### src/rtl/can_tx_pkg.sv
// constants and types for the transmit control and bit timing block
// Behaviour
// - clearing a buffer request aborts its message
// - abort-all bit 12 aborts every pending buffer
// - abort only before start or after loss/error
// - abort sets aborted flag, not done flag
// - ack, form, bit errors add one
// - count above 96 sets warning and summary
// - interrupt while a buffer is free; flags per buffer; tx_irq follows the done flags, set only by a successful send
// - summary flag plus individual cause bits
// - count above 127 sets error-passive state
// - count above 255 sets bus-off state
// - four segments, 8 to 25 quanta per bit
// - quantum is 2*(prescaler+1) module clocks
// - propagation 1 to 8 quanta, bits 2:0
// - phase one bits 5:3, phase two bits 10:8
// - phase two programmed or max(phase one, 2)
// - sample at phase one end, optional 2-of-3 vote
// - edges adjust phase one and phase two
// - setting request clears abort, loss, fault flags
// - jump width 1 to 4 quanta, bits 7:6
package can_tx_pkg;
  localparam logic [7:0] ADDR_CTRL   = 8'h00;
  localparam logic [7:0] ADDR_INTF   = 8'h04;
  localparam logic [7:0] ADDR_CFG1   = 8'h08;
  localparam logic [7:0] ADDR_CFG2   = 8'h0c;
  localparam logic [7:0] ADDR_TXCON0 = 8'h10;
  localparam logic [7:0] ADDR_TEC    = 8'h1c;
  localparam int CTRL_ABORT_ALL_BIT = 12;
  localparam int INTF_DONE_LSB      = 0;
  localparam int INTF_ERR_SUM_BIT   = 5;
  localparam int INTF_TX_WARN_BIT   = 10;
  localparam int INTF_TX_PASS_BIT   = 12;
  localparam int INTF_BUS_OFF_BIT   = 13;
  localparam int CFG1_PRESCALER_LSB = 0;
  localparam int CFG1_JUMP_LSB      = 6;
  localparam int CFG2_PROP_LSB      = 0;
  localparam int CFG2_PH1_LSB       = 3;
  localparam int CFG2_VOTE_BIT      = 6;
  localparam int CFG2_PH2_FREE_BIT  = 7;
  localparam int CFG2_PH2_LSB       = 8;
  localparam int TXCON_REQ_BIT      = 3;
  localparam int TXCON_FAULT_BIT    = 4;
  localparam int TXCON_LARB_BIT     = 5;
  localparam int TXCON_ABT_BIT      = 6;
  localparam int TXCON_ACTIVE_BIT   = 7;
  localparam logic [10:0] CFG2_RESET = 11'h000;
  localparam logic [7:0]  CFG1_RESET = 8'h00;
  localparam logic [8:0] WARN_LIMIT    = 9'h060;
  localparam logic [8:0] PASSIVE_LIMIT = 9'h07f;
  localparam logic [8:0] BUS_OFF_LIMIT = 9'h0ff;
  localparam logic [5:0] MIN_BIT_TQ    = 6'h08;
  localparam logic [5:0] MAX_BIT_TQ    = 6'h19;
  localparam logic [5:0] INFO_PROC_TQ  = 6'h02;
  typedef enum logic [1:0] {ERR_ACTIVE, ERR_PASSIVE, ERR_BUS_OFF} err_state_t;
  typedef enum logic [1:0] {SEG_SYNC, SEG_PROP, SEG_PH1, SEG_PH2} seg_t;
endpackage

### src/rtl/can_tx_ctrl.sv
// transmit abort, error counting and bit timing with an apb register port
//
// The APB interface to the registers and the address map were chosen for this implementation.
`timescale 1ns/1ps
`default_nettype none
module can_tx_ctrl
  import can_tx_pkg::*;
#(
  parameter int NUM_BUFS = 3
) (
  // apb
  input  wire logic                pclk,
  input  wire logic                presetn,
  input  wire logic                psel,
  input  wire logic                penable,
  input  wire logic                pwrite,
  input  wire logic [7:0]          paddr,
  input  wire logic [31:0]         pwdata,
  output logic      [31:0]         prdata,
  output logic                     pready,
  output logic                     pslverr,
  // protocol engine
  input  wire logic                tx_active,
  input  wire logic [1:0]          tx_buf,
  input  wire logic                tx_success,
  input  wire logic                tx_lost_arb,
  input  wire logic                ack_error,
  input  wire logic                form_error,
  input  wire logic                bit_error,
  input  wire logic                bus_idle,
  output logic      [NUM_BUFS-1:0] tx_pending,
  // bus
  input  wire logic                rx_level,
  output logic                     sample_valid,
  output logic                     sample_bit,
  output logic                     bit_start,
  // status
  output logic                     tx_irq,
  output logic                     err_irq,
  output logic                     bus_off
);
  logic [7:0]          cfg1;
  logic [10:0]         cfg2;
  logic [NUM_BUFS-1:0] req;
  logic [NUM_BUFS-1:0] abt;
  logic [NUM_BUFS-1:0] larb;
  logic [NUM_BUFS-1:0] fault;
  logic [NUM_BUFS-1:0] abort_pend;
  logic [NUM_BUFS-1:0] done;
  logic [8:0]          tec;
  logic [8:0]          next_tec;
  logic                sum_flag;
  logic                warn_flag;
  logic                pass_flag;
  logic                boff_flag;
  err_state_t          err_state;
  logic                wr_en;
  logic [31:0]         read_word;
  logic                addr_ok;
  logic                any_err;

  // ---------------- apb slave: one wait state, answer from flops
  assign wr_en = psel && penable && pready && pwrite;

  always_comb
  begin
    read_word = 32'h0;
    addr_ok   = 1'b1;
    case (paddr)
      ADDR_CTRL: read_word[CTRL_ABORT_ALL_BIT] = |abort_pend;
      ADDR_INTF:
      begin
        read_word[INTF_DONE_LSB +: NUM_BUFS] = done;
        read_word[INTF_ERR_SUM_BIT] = sum_flag;
        read_word[INTF_TX_WARN_BIT] = warn_flag;
        read_word[INTF_TX_PASS_BIT] = pass_flag;
        read_word[INTF_BUS_OFF_BIT] = boff_flag;
      end
      ADDR_CFG1: read_word[7:0] = cfg1;
      ADDR_CFG2: read_word[10:0] = cfg2;
      ADDR_TEC:  read_word[8:0] = tec;
      default:
      begin
        addr_ok = 1'b0;
        for (int i = 0; i < NUM_BUFS; i++)
        begin
          if (paddr == ADDR_TXCON0 + 8'(4 * i))
          begin
            addr_ok = 1'b1;
            read_word[TXCON_REQ_BIT]    = req[i];
            read_word[TXCON_FAULT_BIT]  = fault[i];
            read_word[TXCON_LARB_BIT]   = larb[i];
            read_word[TXCON_ABT_BIT]    = abt[i];
            read_word[TXCON_ACTIVE_BIT] = tx_active && (tx_buf == 2'(i));
          end
        end
      end
    endcase
  end

  always_ff @(posedge pclk or negedge presetn)
  begin
    if (!presetn)
    begin
      pready  <= 1'b0;
      prdata  <= 32'h0;
      pslverr <= 1'b0;
    end
    else if (psel && penable && !pready)
    begin
      pready  <= 1'b1;
      prdata  <= pwrite ? 32'h0 : read_word;
      pslverr <= !addr_ok;
    end
    else
    begin
      pready  <= 1'b0;
      pslverr <= 1'b0;
    end
  end

  always_ff @(posedge pclk or negedge presetn)
  begin
    if (!presetn)
    begin
      cfg1 <= CFG1_RESET;
      cfg2 <= CFG2_RESET;
    end
    else if (wr_en && paddr == ADDR_CFG1)
      cfg1 <= pwdata[7:0];
    else if (wr_en && paddr == ADDR_CFG2)
      cfg2 <= pwdata[10:0];
  end

  // ---------------- transmit buffers and aborts
  always_ff @(posedge pclk or negedge presetn)
  begin
    if (!presetn)
    begin
      req        <= '0;
      abt        <= '0;
      larb       <= '0;
      fault      <= '0;
      abort_pend <= '0;
      done       <= '0;
    end
    else
    begin
      for (int i = 0; i < NUM_BUFS; i++)
      begin
        // done flags are write-one-to-clear; a completion in the same cycle wins
        if (wr_en && paddr == ADDR_INTF && pwdata[INTF_DONE_LSB + i])
          done[i] <= 1'b0;
        if (wr_en && paddr == ADDR_CTRL && pwdata[CTRL_ABORT_ALL_BIT] && req[i])
          abort_pend[i] <= 1'b1;
        if (wr_en && paddr == ADDR_TXCON0 + 8'(4 * i))
        begin
          if (pwdata[TXCON_REQ_BIT] && !req[i])
          begin
            req[i]        <= 1'b1;
            abt[i]        <= 1'b0;
            larb[i]       <= 1'b0;
            fault[i]      <= 1'b0;
            abort_pend[i] <= 1'b0;
          end
          else if (!pwdata[TXCON_REQ_BIT] && req[i])
            abort_pend[i] <= 1'b1;
        end
        if (tx_active && tx_buf == 2'(i))
        begin
          if (tx_success)
          begin
            // a finished frame cannot be taken back; the abort is dropped
            req[i]        <= 1'b0;
            done[i]       <= 1'b1;
            abort_pend[i] <= 1'b0;
          end
          else if (tx_lost_arb || any_err)
          begin
            larb[i]  <= tx_lost_arb;
            fault[i] <= any_err;
            if (abort_pend[i])
            begin
              req[i]        <= 1'b0;
              abt[i]        <= 1'b1;
              abort_pend[i] <= 1'b0;
            end
          end
        end
        else if (abort_pend[i])
        begin
          req[i]        <= 1'b0;
          abt[i]        <= 1'b1;
          abort_pend[i] <= 1'b0;
        end
      end
    end
  end

  // ---------------- transmit error counter
  assign any_err = tx_active && (ack_error || form_error || bit_error);
  assign next_tec = (any_err && tec != 9'h1ff) ? tec + 9'h001 : tec;

  always_ff @(posedge pclk or negedge presetn)
  begin
    if (!presetn)
    begin
      tec       <= 9'h000;
      err_state <= ERR_ACTIVE;
      sum_flag  <= 1'b0;
      warn_flag <= 1'b0;
      pass_flag <= 1'b0;
      boff_flag <= 1'b0;
    end
    else
    begin
      tec <= next_tec;
      if (wr_en && paddr == ADDR_INTF)
      begin
        if (pwdata[INTF_ERR_SUM_BIT])
          sum_flag <= 1'b0;
        if (pwdata[INTF_TX_WARN_BIT])
          warn_flag <= 1'b0;
        if (pwdata[INTF_TX_PASS_BIT])
          pass_flag <= 1'b0;
        if (pwdata[INTF_BUS_OFF_BIT])
          boff_flag <= 1'b0;
      end
      // flags follow next_tec so they rise on the crossing edge itself
      if (tec <= WARN_LIMIT && next_tec > WARN_LIMIT)
      begin
        warn_flag <= 1'b1;
        sum_flag  <= 1'b1;
      end
      if (tec <= PASSIVE_LIMIT && next_tec > PASSIVE_LIMIT)
      begin
        pass_flag <= 1'b1;
        sum_flag  <= 1'b1;
        err_state <= ERR_PASSIVE;
      end
      if (tec <= BUS_OFF_LIMIT && next_tec > BUS_OFF_LIMIT)
      begin
        boff_flag <= 1'b1;
        sum_flag  <= 1'b1;
        err_state <= ERR_BUS_OFF;
      end
    end
  end

  always_ff @(posedge pclk or negedge presetn)
  begin
    if (!presetn)
    begin
      tx_pending <= '0;
      tx_irq     <= 1'b0;
      err_irq    <= 1'b0;
      bus_off    <= 1'b0;
    end
    else
    begin
      tx_pending <= req & ~abort_pend;
      tx_irq     <= |done;
      err_irq    <= sum_flag;
      bus_off    <= (err_state == ERR_BUS_OFF);
    end
  end

  // ---------------- bit timing
  logic [5:0] pre_cnt;
  logic       half_tick;
  logic       half_phase;
  logic       tq_tick;
  logic [5:0] prop_len;
  logic [5:0] ph1_len;
  logic [5:0] ph2_base;
  logic [5:0] ph2_pad;
  logic [5:0] ph2_len;
  logic [5:0] jump_len;
  logic [5:0] nom_len;
  seg_t       seg;
  logic [5:0] seg_cnt;
  logic [5:0] pos;
  logic [5:0] ph1_ext;
  logic       synced;
  logic       rx_prev;
  logic       fall_edge;
  logic [1:0] hist;
  logic       vote;

  assign prop_len = {3'b000, cfg2[CFG2_PROP_LSB +: 3]} + 6'h01;
  assign ph1_len  = {3'b000, cfg2[CFG2_PH1_LSB +: 3]} + 6'h01;
  assign jump_len = {4'b0000, cfg1[CFG1_JUMP_LSB +: 2]} + 6'h01;
  assign ph2_base = cfg2[CFG2_PH2_FREE_BIT] ? {3'b000, cfg2[CFG2_PH2_LSB +: 3]} + 6'h01
                  : (ph1_len > INFO_PROC_TQ ? ph1_len : INFO_PROC_TQ);
  // short settings are stretched in phase two so a bit never drops below 8 quanta
  assign ph2_pad  = (6'h01 + prop_len + ph1_len + ph2_base < MIN_BIT_TQ)
                  ? MIN_BIT_TQ - 6'h01 - prop_len - ph1_len : ph2_base;
  assign ph2_len  = ph2_pad;
  assign nom_len  = 6'h01 + prop_len + ph1_len + ph2_len;
  assign fall_edge = rx_prev && !rx_level;
  assign vote = (rx_level & hist[0]) | (rx_level & hist[1]) | (hist[0] & hist[1]);

  always_ff @(posedge pclk or negedge presetn)
  begin
    if (!presetn)
    begin
      pre_cnt    <= 6'h00;
      half_tick  <= 1'b0;
      half_phase <= 1'b0;
    end
    else if (fall_edge && bus_idle)
    begin
      pre_cnt    <= 6'h00;
      half_tick  <= 1'b0;
      half_phase <= 1'b0;
    end
    else if (pre_cnt == cfg1[CFG1_PRESCALER_LSB +: 6])
    begin
      pre_cnt    <= 6'h00;
      half_tick  <= 1'b1;
      half_phase <= !half_phase;
    end
    else
    begin
      pre_cnt   <= pre_cnt + 6'h01;
      half_tick <= 1'b0;
    end
  end

  // a quantum ends on every second half tick: fixed divide by two
  assign tq_tick = half_tick && !half_phase;

  always_ff @(posedge pclk or negedge presetn)
  begin
    if (!presetn)
    begin
      seg     <= SEG_SYNC;
      seg_cnt <= 6'h01;
      pos     <= 6'h00;
      ph1_ext <= 6'h00;
      synced  <= 1'b0;
      rx_prev <= 1'b1;
      bit_start <= 1'b0;
    end
    else
    begin
      rx_prev   <= rx_level;
      bit_start <= 1'b0;
      if (fall_edge && bus_idle)
      begin
        seg     <= SEG_SYNC;
        seg_cnt <= 6'h01;
        pos     <= 6'h00;
        ph1_ext <= 6'h00;
        synced  <= 1'b1;
      end
      else if (fall_edge && !synced && seg != SEG_SYNC)
      begin
        synced <= 1'b1;
        // late edge stretches phase one, early edge cuts phase two
        if (seg == SEG_PH2)
          seg_cnt <= (seg_cnt > jump_len) ? seg_cnt - jump_len : 6'h01;
        else if (seg == SEG_PH1)
          seg_cnt <= seg_cnt + (pos < jump_len ? pos : jump_len);
        else
          ph1_ext <= (pos < jump_len) ? pos : jump_len;
      end
      else if (tq_tick)
      begin
        pos <= pos + 6'h01;
        if (seg_cnt == 6'h01)
        begin
          case (seg)
            SEG_SYNC:
            begin
              seg     <= SEG_PROP;
              seg_cnt <= prop_len;
            end
            SEG_PROP:
            begin
              seg     <= SEG_PH1;
              seg_cnt <= ph1_len + ph1_ext;
            end
            SEG_PH1:
            begin
              seg     <= SEG_PH2;
              seg_cnt <= ph2_len;
            end
            default:
            begin
              seg       <= SEG_SYNC;
              seg_cnt   <= 6'h01;
              pos       <= 6'h00;
              ph1_ext   <= 6'h00;
              synced    <= 1'b0;
              bit_start <= 1'b1;
            end
          endcase
        end
        else
          seg_cnt <= seg_cnt - 6'h01;
      end
    end
  end

  always_ff @(posedge pclk or negedge presetn)
  begin
    if (!presetn)
    begin
      hist         <= 2'b11;
      sample_valid <= 1'b0;
      sample_bit   <= 1'b1;
    end
    else
    begin
      if (half_tick)
        hist <= {hist[0], rx_level};
      sample_valid <= 1'b0;
      if (tq_tick && seg == SEG_PH1 && seg_cnt == 6'h01)
      begin
        sample_valid <= 1'b1;
        sample_bit   <= cfg2[CFG2_VOTE_BIT] ? vote : rx_level;
      end
    end
  end

  // ---------------- checks
  a_warn_cross: assert property (@(posedge pclk) disable iff (!presetn)
    ($past(tec) <= WARN_LIMIT && tec > WARN_LIMIT) |-> (warn_flag && sum_flag))
    else $error("warning flag missed its crossing");
  a_pass_cross: assert property (@(posedge pclk) disable iff (!presetn)
    ($past(tec) <= PASSIVE_LIMIT && tec > PASSIVE_LIMIT) |-> (pass_flag && err_state != ERR_ACTIVE))
    else $error("error-passive not entered");
  a_boff_cross: assert property (@(posedge pclk) disable iff (!presetn)
    ($past(tec) <= BUS_OFF_LIMIT && tec > BUS_OFF_LIMIT) |-> ##1 (bus_off && boff_flag))
    else $error("bus-off not entered");
  a_tec_step: assert property (@(posedge pclk) disable iff (!presetn)
    (any_err && tec < 9'h1ff) |=> (tec == $past(tec) + 9'h001))
    else $error("error counter did not step by one");
  a_abort_idle: assert property (@(posedge pclk) disable iff (!presetn)
    (abort_pend[0] && !(tx_active && tx_buf == 2'd0)) |=> (abt[0] && !req[0] && !$rose(done[0])))
    else $error("idle abort not processed");
  a_req_clears: assert property (@(posedge pclk) disable iff (!presetn)
    (wr_en && paddr == ADDR_TXCON0 && pwdata[TXCON_REQ_BIT] && !req[0]
     && !(tx_active && tx_buf == 2'd0)) |=> (req[0] && !abt[0] && !larb[0] && !fault[0]))
    else $error("request did not clear status flags");
  a_bit_len: assert property (@(posedge pclk) disable iff (!presetn)
    nom_len >= MIN_BIT_TQ && nom_len <= MAX_BIT_TQ)
    else $error("nominal bit length out of range");
  a_sample_vote: assert property (@(posedge pclk) disable iff (!presetn)
    (tq_tick && seg == SEG_PH1 && seg_cnt == 6'h01 && cfg2[CFG2_VOTE_BIT])
    |=> (sample_valid && sample_bit == $past(vote)))
    else $error("majority sample wrong");
  a_apb_wait: assert property (@(posedge pclk) disable iff (!presetn)
    (psel && penable && !pready) |=> pready ##1 !pready)
    else $error("apb answer not one cycle");
endmodule
`default_nettype wire

### config.mk
export PLATFORM = sky130hd
export DESIGN_NAME = can_tx_ctrl
export DESIGN_NICKNAME = d
export VERILOG_FILES = /design/src/rtl/can_tx_pkg.sv /design/src/rtl/can_tx_ctrl.sv
export SDC_FILE = /design/constraint.sdc
export NUM_CORES = 1
export LEC_CHECK = 0
export ABC_AREA = 1
export BUFFER_PORTS_ARGS = -buffer_cell sky130_fd_sc_hd__buf_2
export CAP_MARGIN = 10
export CORE_ASPECT_RATIO = 1.5
export CORE_MARGIN = 1.5
export CORE_UTILIZATION = 25
export CTS_CLUSTER_DIAMETER = 100
export CTS_CLUSTER_SIZE = 16
export DETAILED_ROUTE_END_ITERATION = 16
export GPL_TIMING_DRIVEN = 0
export PLACE_DENSITY = 0.48
export SYNTH_ARGS = -nofsm -noshare
export SYNTH_HDL_FRONTEND = slang
export SYNTH_SLANG_ARGS = --single-unit
### constraint.sdc
create_clock -name pclk -period 7.75 [get_ports pclk]
set_input_delay 0.3875 -clock pclk [delete_from_list [all_inputs] [get_ports pclk]]
set_output_delay 0.3875 -clock pclk [all_outputs]
set_load 0.01 [all_outputs]
==> results of run 1 <==
[per-stage QoR]
step	worst slack (ps)	util	power, W	cell area (um^2)	cells
after floorplan	4834	-	0.001333	7281	977
after global placement	4247	0.2845	0.001557	8009	1382
after detailed placement	4222	0.2857	0.001567	8043	1383
after CTS	4202	0.2961	0.002047	8337	1400
after global routing	3912	0.2961	0.002205	8337	1400
final	4283	0.2961	0.002020	8337	1400
[power by group through the flow]
stage,Combinational (W),Clock [W],Sequential (W)
2_1_floorplan,0.000587,0,0.000746
4_1_cts,0.000796,0.000485,0.000766
3_5_place_dp,0.000791,0,0.000776
6_report,0.000786,0.000469,0.000765
3_3_place_gp,0.000782,0,0.000774
5_1_grt,0.000918,0.000506,0.000781
[layer usage]
metal	vias up	GRT usage	wire length [um]
met1	2860	0.1471	7852
li1	3221	-	-
met2	92	0.2732	10920
met4	0	0.07714	875
met3	37	0.01950	446
met5	-	0	0
[cell type report]
class | instances | area (um^2) | share of cell area
tap | 346 | 432.9 | 0.05193
multi-input combinational | 686 | 3786 | 0.4541
clock buffer | 10 | 239.0 | 0.02867
timing repair buffer | 61 | 339.1 | 0.04067
sequential | 108 | 2709 | 0.3249
clock inverter | 6 | 45.04 | 0.005403
buffer | 28 | 196.4 | 0.02356
inverter | 155 | 589.3 | 0.07069
[state kept, by name (all words and copies together), names as in the netlist, 2 cells and up]
name        flops
fault           3
hist            2
seg_cnt         6
prdata         13
err_state       2
req             3
pos             6
tec             9
cfg2           11
abt             3
pre_cnt         6
tx_pending      3
abort_pend      3
ph1_ext         6
larb            3
done            3
seg             2
cfg1            8
[what timing repair did]
| action | 4_1_cts | 5_1_grt |
|---|---|---|
| setup buffers | 0 | 0 |
| endpoints found under the hold margin | 24 | 0 |
| hold buffers | 1 | 0 |
[kinds of logic after synthesis]
group | after synthesis | synth area share
buffers and inverters | 183 | 0.1090
flip-flops | 108 | 0.3759
AND/OR/NAND/NOR | 467 | 0.2968
other | 1 | 0.0005204
adder cells (fa/ha/maj) | 49 | 0.09238
AO/OA/AOI/OAI | 133 | 0.1042
multiplexers | 2 | 0.004168
XOR/XNOR | 14 | 0.01702
[how the worst max path moves through the flow]
stage / from / end / slack, ps / cells after the start
floorplan: cfg1[6] / seg_cnt[4] / 4830 / 20
global placement: cfg1[6] / seg_cnt[4] / 4250 / 18
detailed placement: cfg1[6] / seg_cnt[4] / 4220 / 18
CTS: cfg1[6] / seg_cnt[4] / 4200 / 18
global route: cfg1[6] / seg_cnt[4] / 3910 / 18
finish: cfg1[6] / seg_cnt[4] / 4280 / 18
[worst register-to-register path: stages (launching register included)]
cell and delay (ps):
dfrtp_1 500, ha_1 380, inv_1 130, ha_1 240, o21a_1 100, o21ai_0 140, nand2_1 140, o21ai_0 490
inv_1 100, ha_1 370, inv_1 50, nor2_1 110, nor2_1 50, nor2_1 130, nor2_1 50, nand2_1 50
nand3_1 70, a21oi_1 180, a21oi_1 80
[cell usage in the layout (no fill, tap or decap), types with 5 or more instances in the layout]
cell type,Yosys,layout
inv_1,138,138
nor2_2,5,5
nor2_4,9,9
nor3_1,14,14
dfstp_2,5,5
inv_2,12,12
nand2_1,253,253
nand3_1,63,63
o21ai_1,14,14
fa_1,7,7
o22ai_1,8,8
nor2_1,66,66
nand4_1,21,21
ha_1,42,42
buf_4,21,21
o21ai_0,44,44
a21oi_1,42,42
buf_2,4,62
conb_1,1,21
xor2_1,12,12
clkbuf_16,0,9
dfrtp_1,103,103
nand2_2,14,14
==> reports/results.tsv, run 1 <==
metric	value	unit
run_status	complete, no violations	
seq_power_share	0.379	
io_pins	98	
drcViolationCount	0	
die_w	141.6	um
grt_max_degree	80	
initial_utilization	0.2560	
setup_viol	0	
nFillCells	3114	
crit_top_cell	nor2_1	
track_usage	0.1424	
synth.area.top_cells	dfrtp_1 36%, nand2_1 13%, ha_1 7.3%, inv_1 7.2%, nand3_1 4.4%	
clock_sinks	108	
cts_tree	done	
path_clk_slew	80	ps
switching_share	0.4170	
syn_to_final_growth	15.70	%
viasPerCell	4.436	
min_from	rx_level	
final_antenna_net_count	0	
max_cap_violations	0	
ctsResizeCount	0	
total_leakage_power	4.320	nW
switchingPower	0.0008423	W
netlist.area_leader.share	0.3577	
critical_path_buf_inv_count	3	
irDropWorstVdd	0.1109	mV
whs_path_depth	1	
coreArea	0.02815	mm^2
intPower	0.001177	W
whs	134.8	ps
antenna_cells	0	
die_h	210.9	um
worstPathCellList	ha_1 > inv_1 > ha_1 > o21a_1 > o21ai_0 > nand2_1 > o21ai_0 > inv_1 > ha_1 > inv_1 > nor2_1 > nor2_1 > nor2_1 > nor2_1 > nand2_1 > nand3_1 > a21oi_1 > a21oi_1	
cp-end-kind	register	
ys_warn_count	0	
synth_edf_count	0	
first_pass_iters	4	
hpwl	16.19	mm
critPathSlowestCell	dfrtp_1	
grt_pass1_wl	32.84	mm
ys_ff_latch	108	
hold_class	in -> reg	
whs_endpoint	rx_prev	
clk_path_buf_depth	2	
r2r_cells	18	
yosysSeqAreaShare	0.3759	
fin_skew	12.41	ps
fin_crit	3467	ps
nets	1153	
fmax	288.4	MHz
synth-main-ff-cell	dfrtp_1	
antenna_found_initial	0	
grt_pass1_vias	6368	
rsz0062_at_grt	no	
avgSynthCellArea	7.529	um^2
cts_buffers	9	
slew_headroom	0.4870	
period_share	0.4473	
crit_arrival	3730	ps
worstSetupPathType	reg -> reg	
syn_area	0.007206	mm^2
rows	75	
wl_per_cell	14.35	um
fin_tns_setup	0	ps
cpLargestDelayFamily	adder cells	
cp-start-kind	register	
critPathMaxStageDelay	500	ps
async_flop_share	1.000	
r2r_end	seg_cnt[4]	
synthMostInstantiatedCell	nand2_1	
vias	6210	
worst-path-max-fanout	6	
gr-total-overflow	0	
worstPathRequired	8010	ps
synth.largest_area_cell	dfrtp_1	
p_comb_frac	0.389	
clk_latency	380	ps
die-area	0.02987	mm^2
synth.distinct_cells	54	
rr_startpoint	cfg1[6]	
hold_viol_final	0	
finalWirelength	20.10	mm
dr.first_iter.drc_count	242	
drive_gt1_frac	0.1613	
p_per_area	242.3	mW/mm^2
globalplace.congestion	0.8116	
root_buffer	clkbuf_16	
slew_viol_final	0	
clockPowerShare	0.232	
port_buffers	59	
r2r_setup_slack	4280	ps
synth_cells	957	
tightestPinTransition	761.5	ps
cts_max_level	3	
ys_top_cells_by_count	253 x nand2_1, 138 x inv_1, 103 x dfrtp_1	
Power figures use the tool's default switching activity.
==> run 2, diff against run 1 <==
PLACE_DENSITY = 0.5   (was 0.48)
clock period = 3 ns   (was 7.75 ns; I/O delays follow)
==> run 2 against run 1 <==
Net effect:
- sequential cell count unchanged
- die area stayed put
- first-iteration DRC count increased by 9.1%
- core utilization up 1.1 points
- sequential share of layout area decreased by 1.1 points
- worst setup slack worse by 4200 ps
- critical path type unchanged
- critical endpoint unchanged
- largest cell class unchanged
- highest routed layer unchanged
==> reports/results.tsv, run 2 (synthesized netlist as in run 1, its figures left out) <==
metric	value	unit	change
critPathMaxStageDelay	440	ps	was 500 ps
clk_path_buf_depth	2		unchanged
critPathSlowestCell	dfrtp_2		was dfrtp_1
rows	75		unchanged
slew_headroom	0.6271		was 0.4870
antenna_found_initial	0		unchanged
final_antenna_net_count	0		unchanged
nets	1173		was 1,153
gr-total-overflow	0		unchanged
irDropWorstVdd	0.2966	mV	was 0.1109 mV
period_share	0.9704		was 0.4473
fmax	343.5	MHz	was 288.4 MHz
drive_gt1_frac	0.2024		was 0.1613
io_pins	98		unchanged
run_status	complete, no violations		unchanged
track_usage	0.1437		was 0.1424
cts_tree	done		unchanged
hpwl	16.23	mm	was 16.19 mm
dp_worst_setup_slack	-541.4	ps	was 4222 ps
mostFrequentLayoutCells	250 x nand2_1, 134 x inv_1, 98 x dfrtp_1, 64 x nor2_1, 62 x buf_2		was 253 x nand2_1, 138 x inv_1, 103 x dfrtp_1, 66 x nor2_1, 63 x nand3_1
final_common_cell	nand2_1		unchanged
wl_per_cell	14.46	um	was 14.35 um
startpoint	cfg1[6]		unchanged
slew_viol_final	0		unchanged
dr.first_iter.drc_count	264		was 242
worst-path-max-fanout	6		unchanged
whs	41.74	ps	was 134.8 ps
vias	6423		was 6,210
drcViolationCount	0		unchanged
fin_crit	2911	ps	was 3467 ps
clock_sinks	108		unchanged
finalWirelength	20.51	mm	was 20.10 mm
r2r_setup_slack	90	ps	was 4280 ps
cts_max_level	3		unchanged
rr_startpoint	cfg1[6]		unchanged
hold_class	in -> reg		unchanged
hold_viol_final	0		unchanged
globalplace.congestion	0.8278		was 0.8116
fin_util	0.3068		was 0.2961
stdcell_area	0.008636	mm^2	was 0.008337 mm^2
whs_endpoint	cfg2[8]		was rx_prev
grt_pass1_wl	33.50	mm	was 32.84 mm
largest_reg_flops	13		unchanged
die_w	141.6	um	unchanged
r2r_end	seg_cnt[4]		unchanged
initial_utilization	0.2560		unchanged
port_buffers	59		unchanged
worstPathRequired	3250	ps	was 8010 ps
top_register	prdata		unchanged
clk_latency	360	ps	was 380 ps
p_per_area	618.6	mW/mm^2	was 242.3 mW/mm^2
die_h	210.9	um	unchanged
crit_arrival	3160	ps	was 3730 ps
cp-start-kind	register		unchanged
r2r_cells	20		was 18
antenna_cells	0		unchanged
worst_slack	88.93	ps	was 4283 ps
total_leakage_power	4.411	nW	was 4.320 nW
first_pass_iters	4		unchanged
tightestPinTransition	553.6	ps	was 761.5 ps
whs_path_depth	2		was 1
cpLargestDelayFamily	adder cells		unchanged
min_from	pwdata[8]		was rx_level
reg.largest.list	prdata x13, cfg2 x11, tec x9		unchanged
grt_pass1_vias	6561		was 6,368
cp-end-kind	register		unchanged
fin_skew	6.172	ps	was 12.41 ps
die-area	0.02987	mm^2	unchanged
postPlaceCellArea	0.008043	mm^2	unchanged
grt_max_degree	78		was 80
setup_viol	0		unchanged
coreArea	0.02815	mm^2	unchanged
worstSetupPathType	reg -> reg		unchanged
root_buffer	clkbuf_16		unchanged
path_clk_slew	70	ps	was 80 ps
rsz0062_at_grt	yes		was no
viasPerCell	4.530		was 4.436
cts_buffers	9		unchanged
critical_path_buf_inv_count	4		was 3
syn_to_final_growth	19.85	%	was 15.70%
worstPathCellList	ha_4 > inv_4 > ha_4 > o21a_1 > o21ai_1 > nand2_2 > buf_6 > o21ai_2 > inv_2 > ha_4 > inv_2 > fa_2 > nor2_2 > nor2_1 > nor2_1 > nor2_1 > nand2_1 > nand3_2 > a21oi_2 > a21oi_1		was ha_1 > inv_1 > ha_1 > o21a_1 > o21ai_0 > nand2_1 > o21ai_0 > inv_1 > ha_1 > inv_1 > nor2_1 > nor2_1 > nor2_1 > nor2_1 > nand2_1 > nand3_1 > a21oi_1 > a21oi_1
max_cap_violations	0		unchanged
## run 2: cell types whose count changed in the layout (fill, tap and decap cells not counted), moves of 3 or more
cell and change:
ha_4 +5, dfrtp_1 -5, inv_1 -4, nand2_2 +3
buf_4 +18, ha_1 -5, o21ai_2 +3, dfrtp_2 +5
inv_6 -3, o21ai_0 -5, nand2_1 -3
## run 2: worst max-delay path by stage
stage            endpoint  slack [ps]  cells after the start
3_3_place_gp   seg_cnt[1]        -510                     13
2_1_floorplan  seg_cnt[4]          80                     20
3_5_place_dp   seg_cnt[1]        -540                     13
5_1_grt        seg_cnt[4]         -70                     18
6_report       seg_cnt[4]          90                     20
4_1_cts        seg_cnt[4]         -30                     20
## run 2: metrics by stage
step	setup TNS (ps)	instances	power, W
finish	0	1418	0.005342
CTS	-38.46	1407	0.005314
detailed placement	-2782	1383	0.004039
global route	-130.4	1418	0.005798
global placement	-2668	1382	0.004014
floorplan	0	977	0.003444
## run 2: repair_timing
action / in CTS / in global routing
pin swaps: 11 / 15
endpoints found under the setup margin: 6 / 6
hold buffers: 2 / 0
endpoints found under the hold margin: 32 / 0
setup buffers: 8 / 11
resized for setup: 33 / 13
## run 2: final cells by class
class | instances | area [um^2]
Buffer | 28 | 196.4
Clock inverter | 3 | 15.01
Tap cell | 346 | 432.9
Inverter | 155 | 594.3
Sequential cell | 108 | 2715
Clock buffer | 11 | 242.7
Multi-Input combinational cell | 686 | 3944
Fill cell | 3058 | 19520
Timing Repair Buffer | 81 | 495.5
## run 2: metal layers
metal / up-vias / part of all wire / track usage
li1: 3259 / - / -
met1: 2988 / 0.38 / 0.1497
met2: 125 / 0.55 / 0.2767
met3: 51 / 0.024 / 0.02108
met4: 0 / 0.045 / 0.06968
met5: - / 0 / 0
## run 2: power breakdown
part	internal (W)	total, W	leakage, nW	switching [W]
clock network	0.000574	0.00112	0.131	0.000548
registers	0.00173	0.00199	1.35	0.000265
logic	0.000844	0.00223	2.93	0.00138
total	0.00315	0.00534	4.41	0.00220
## run 2: worst reg2reg max path, delay by kind of cell, from the launching register on
kind	cells	cell delay, ps
adders and majority gates	4	1000
and+or+nand+nor	7	660
AOI/OAI and AO/OA	5	440
DFF	1	440
buffers and inverters	4	260
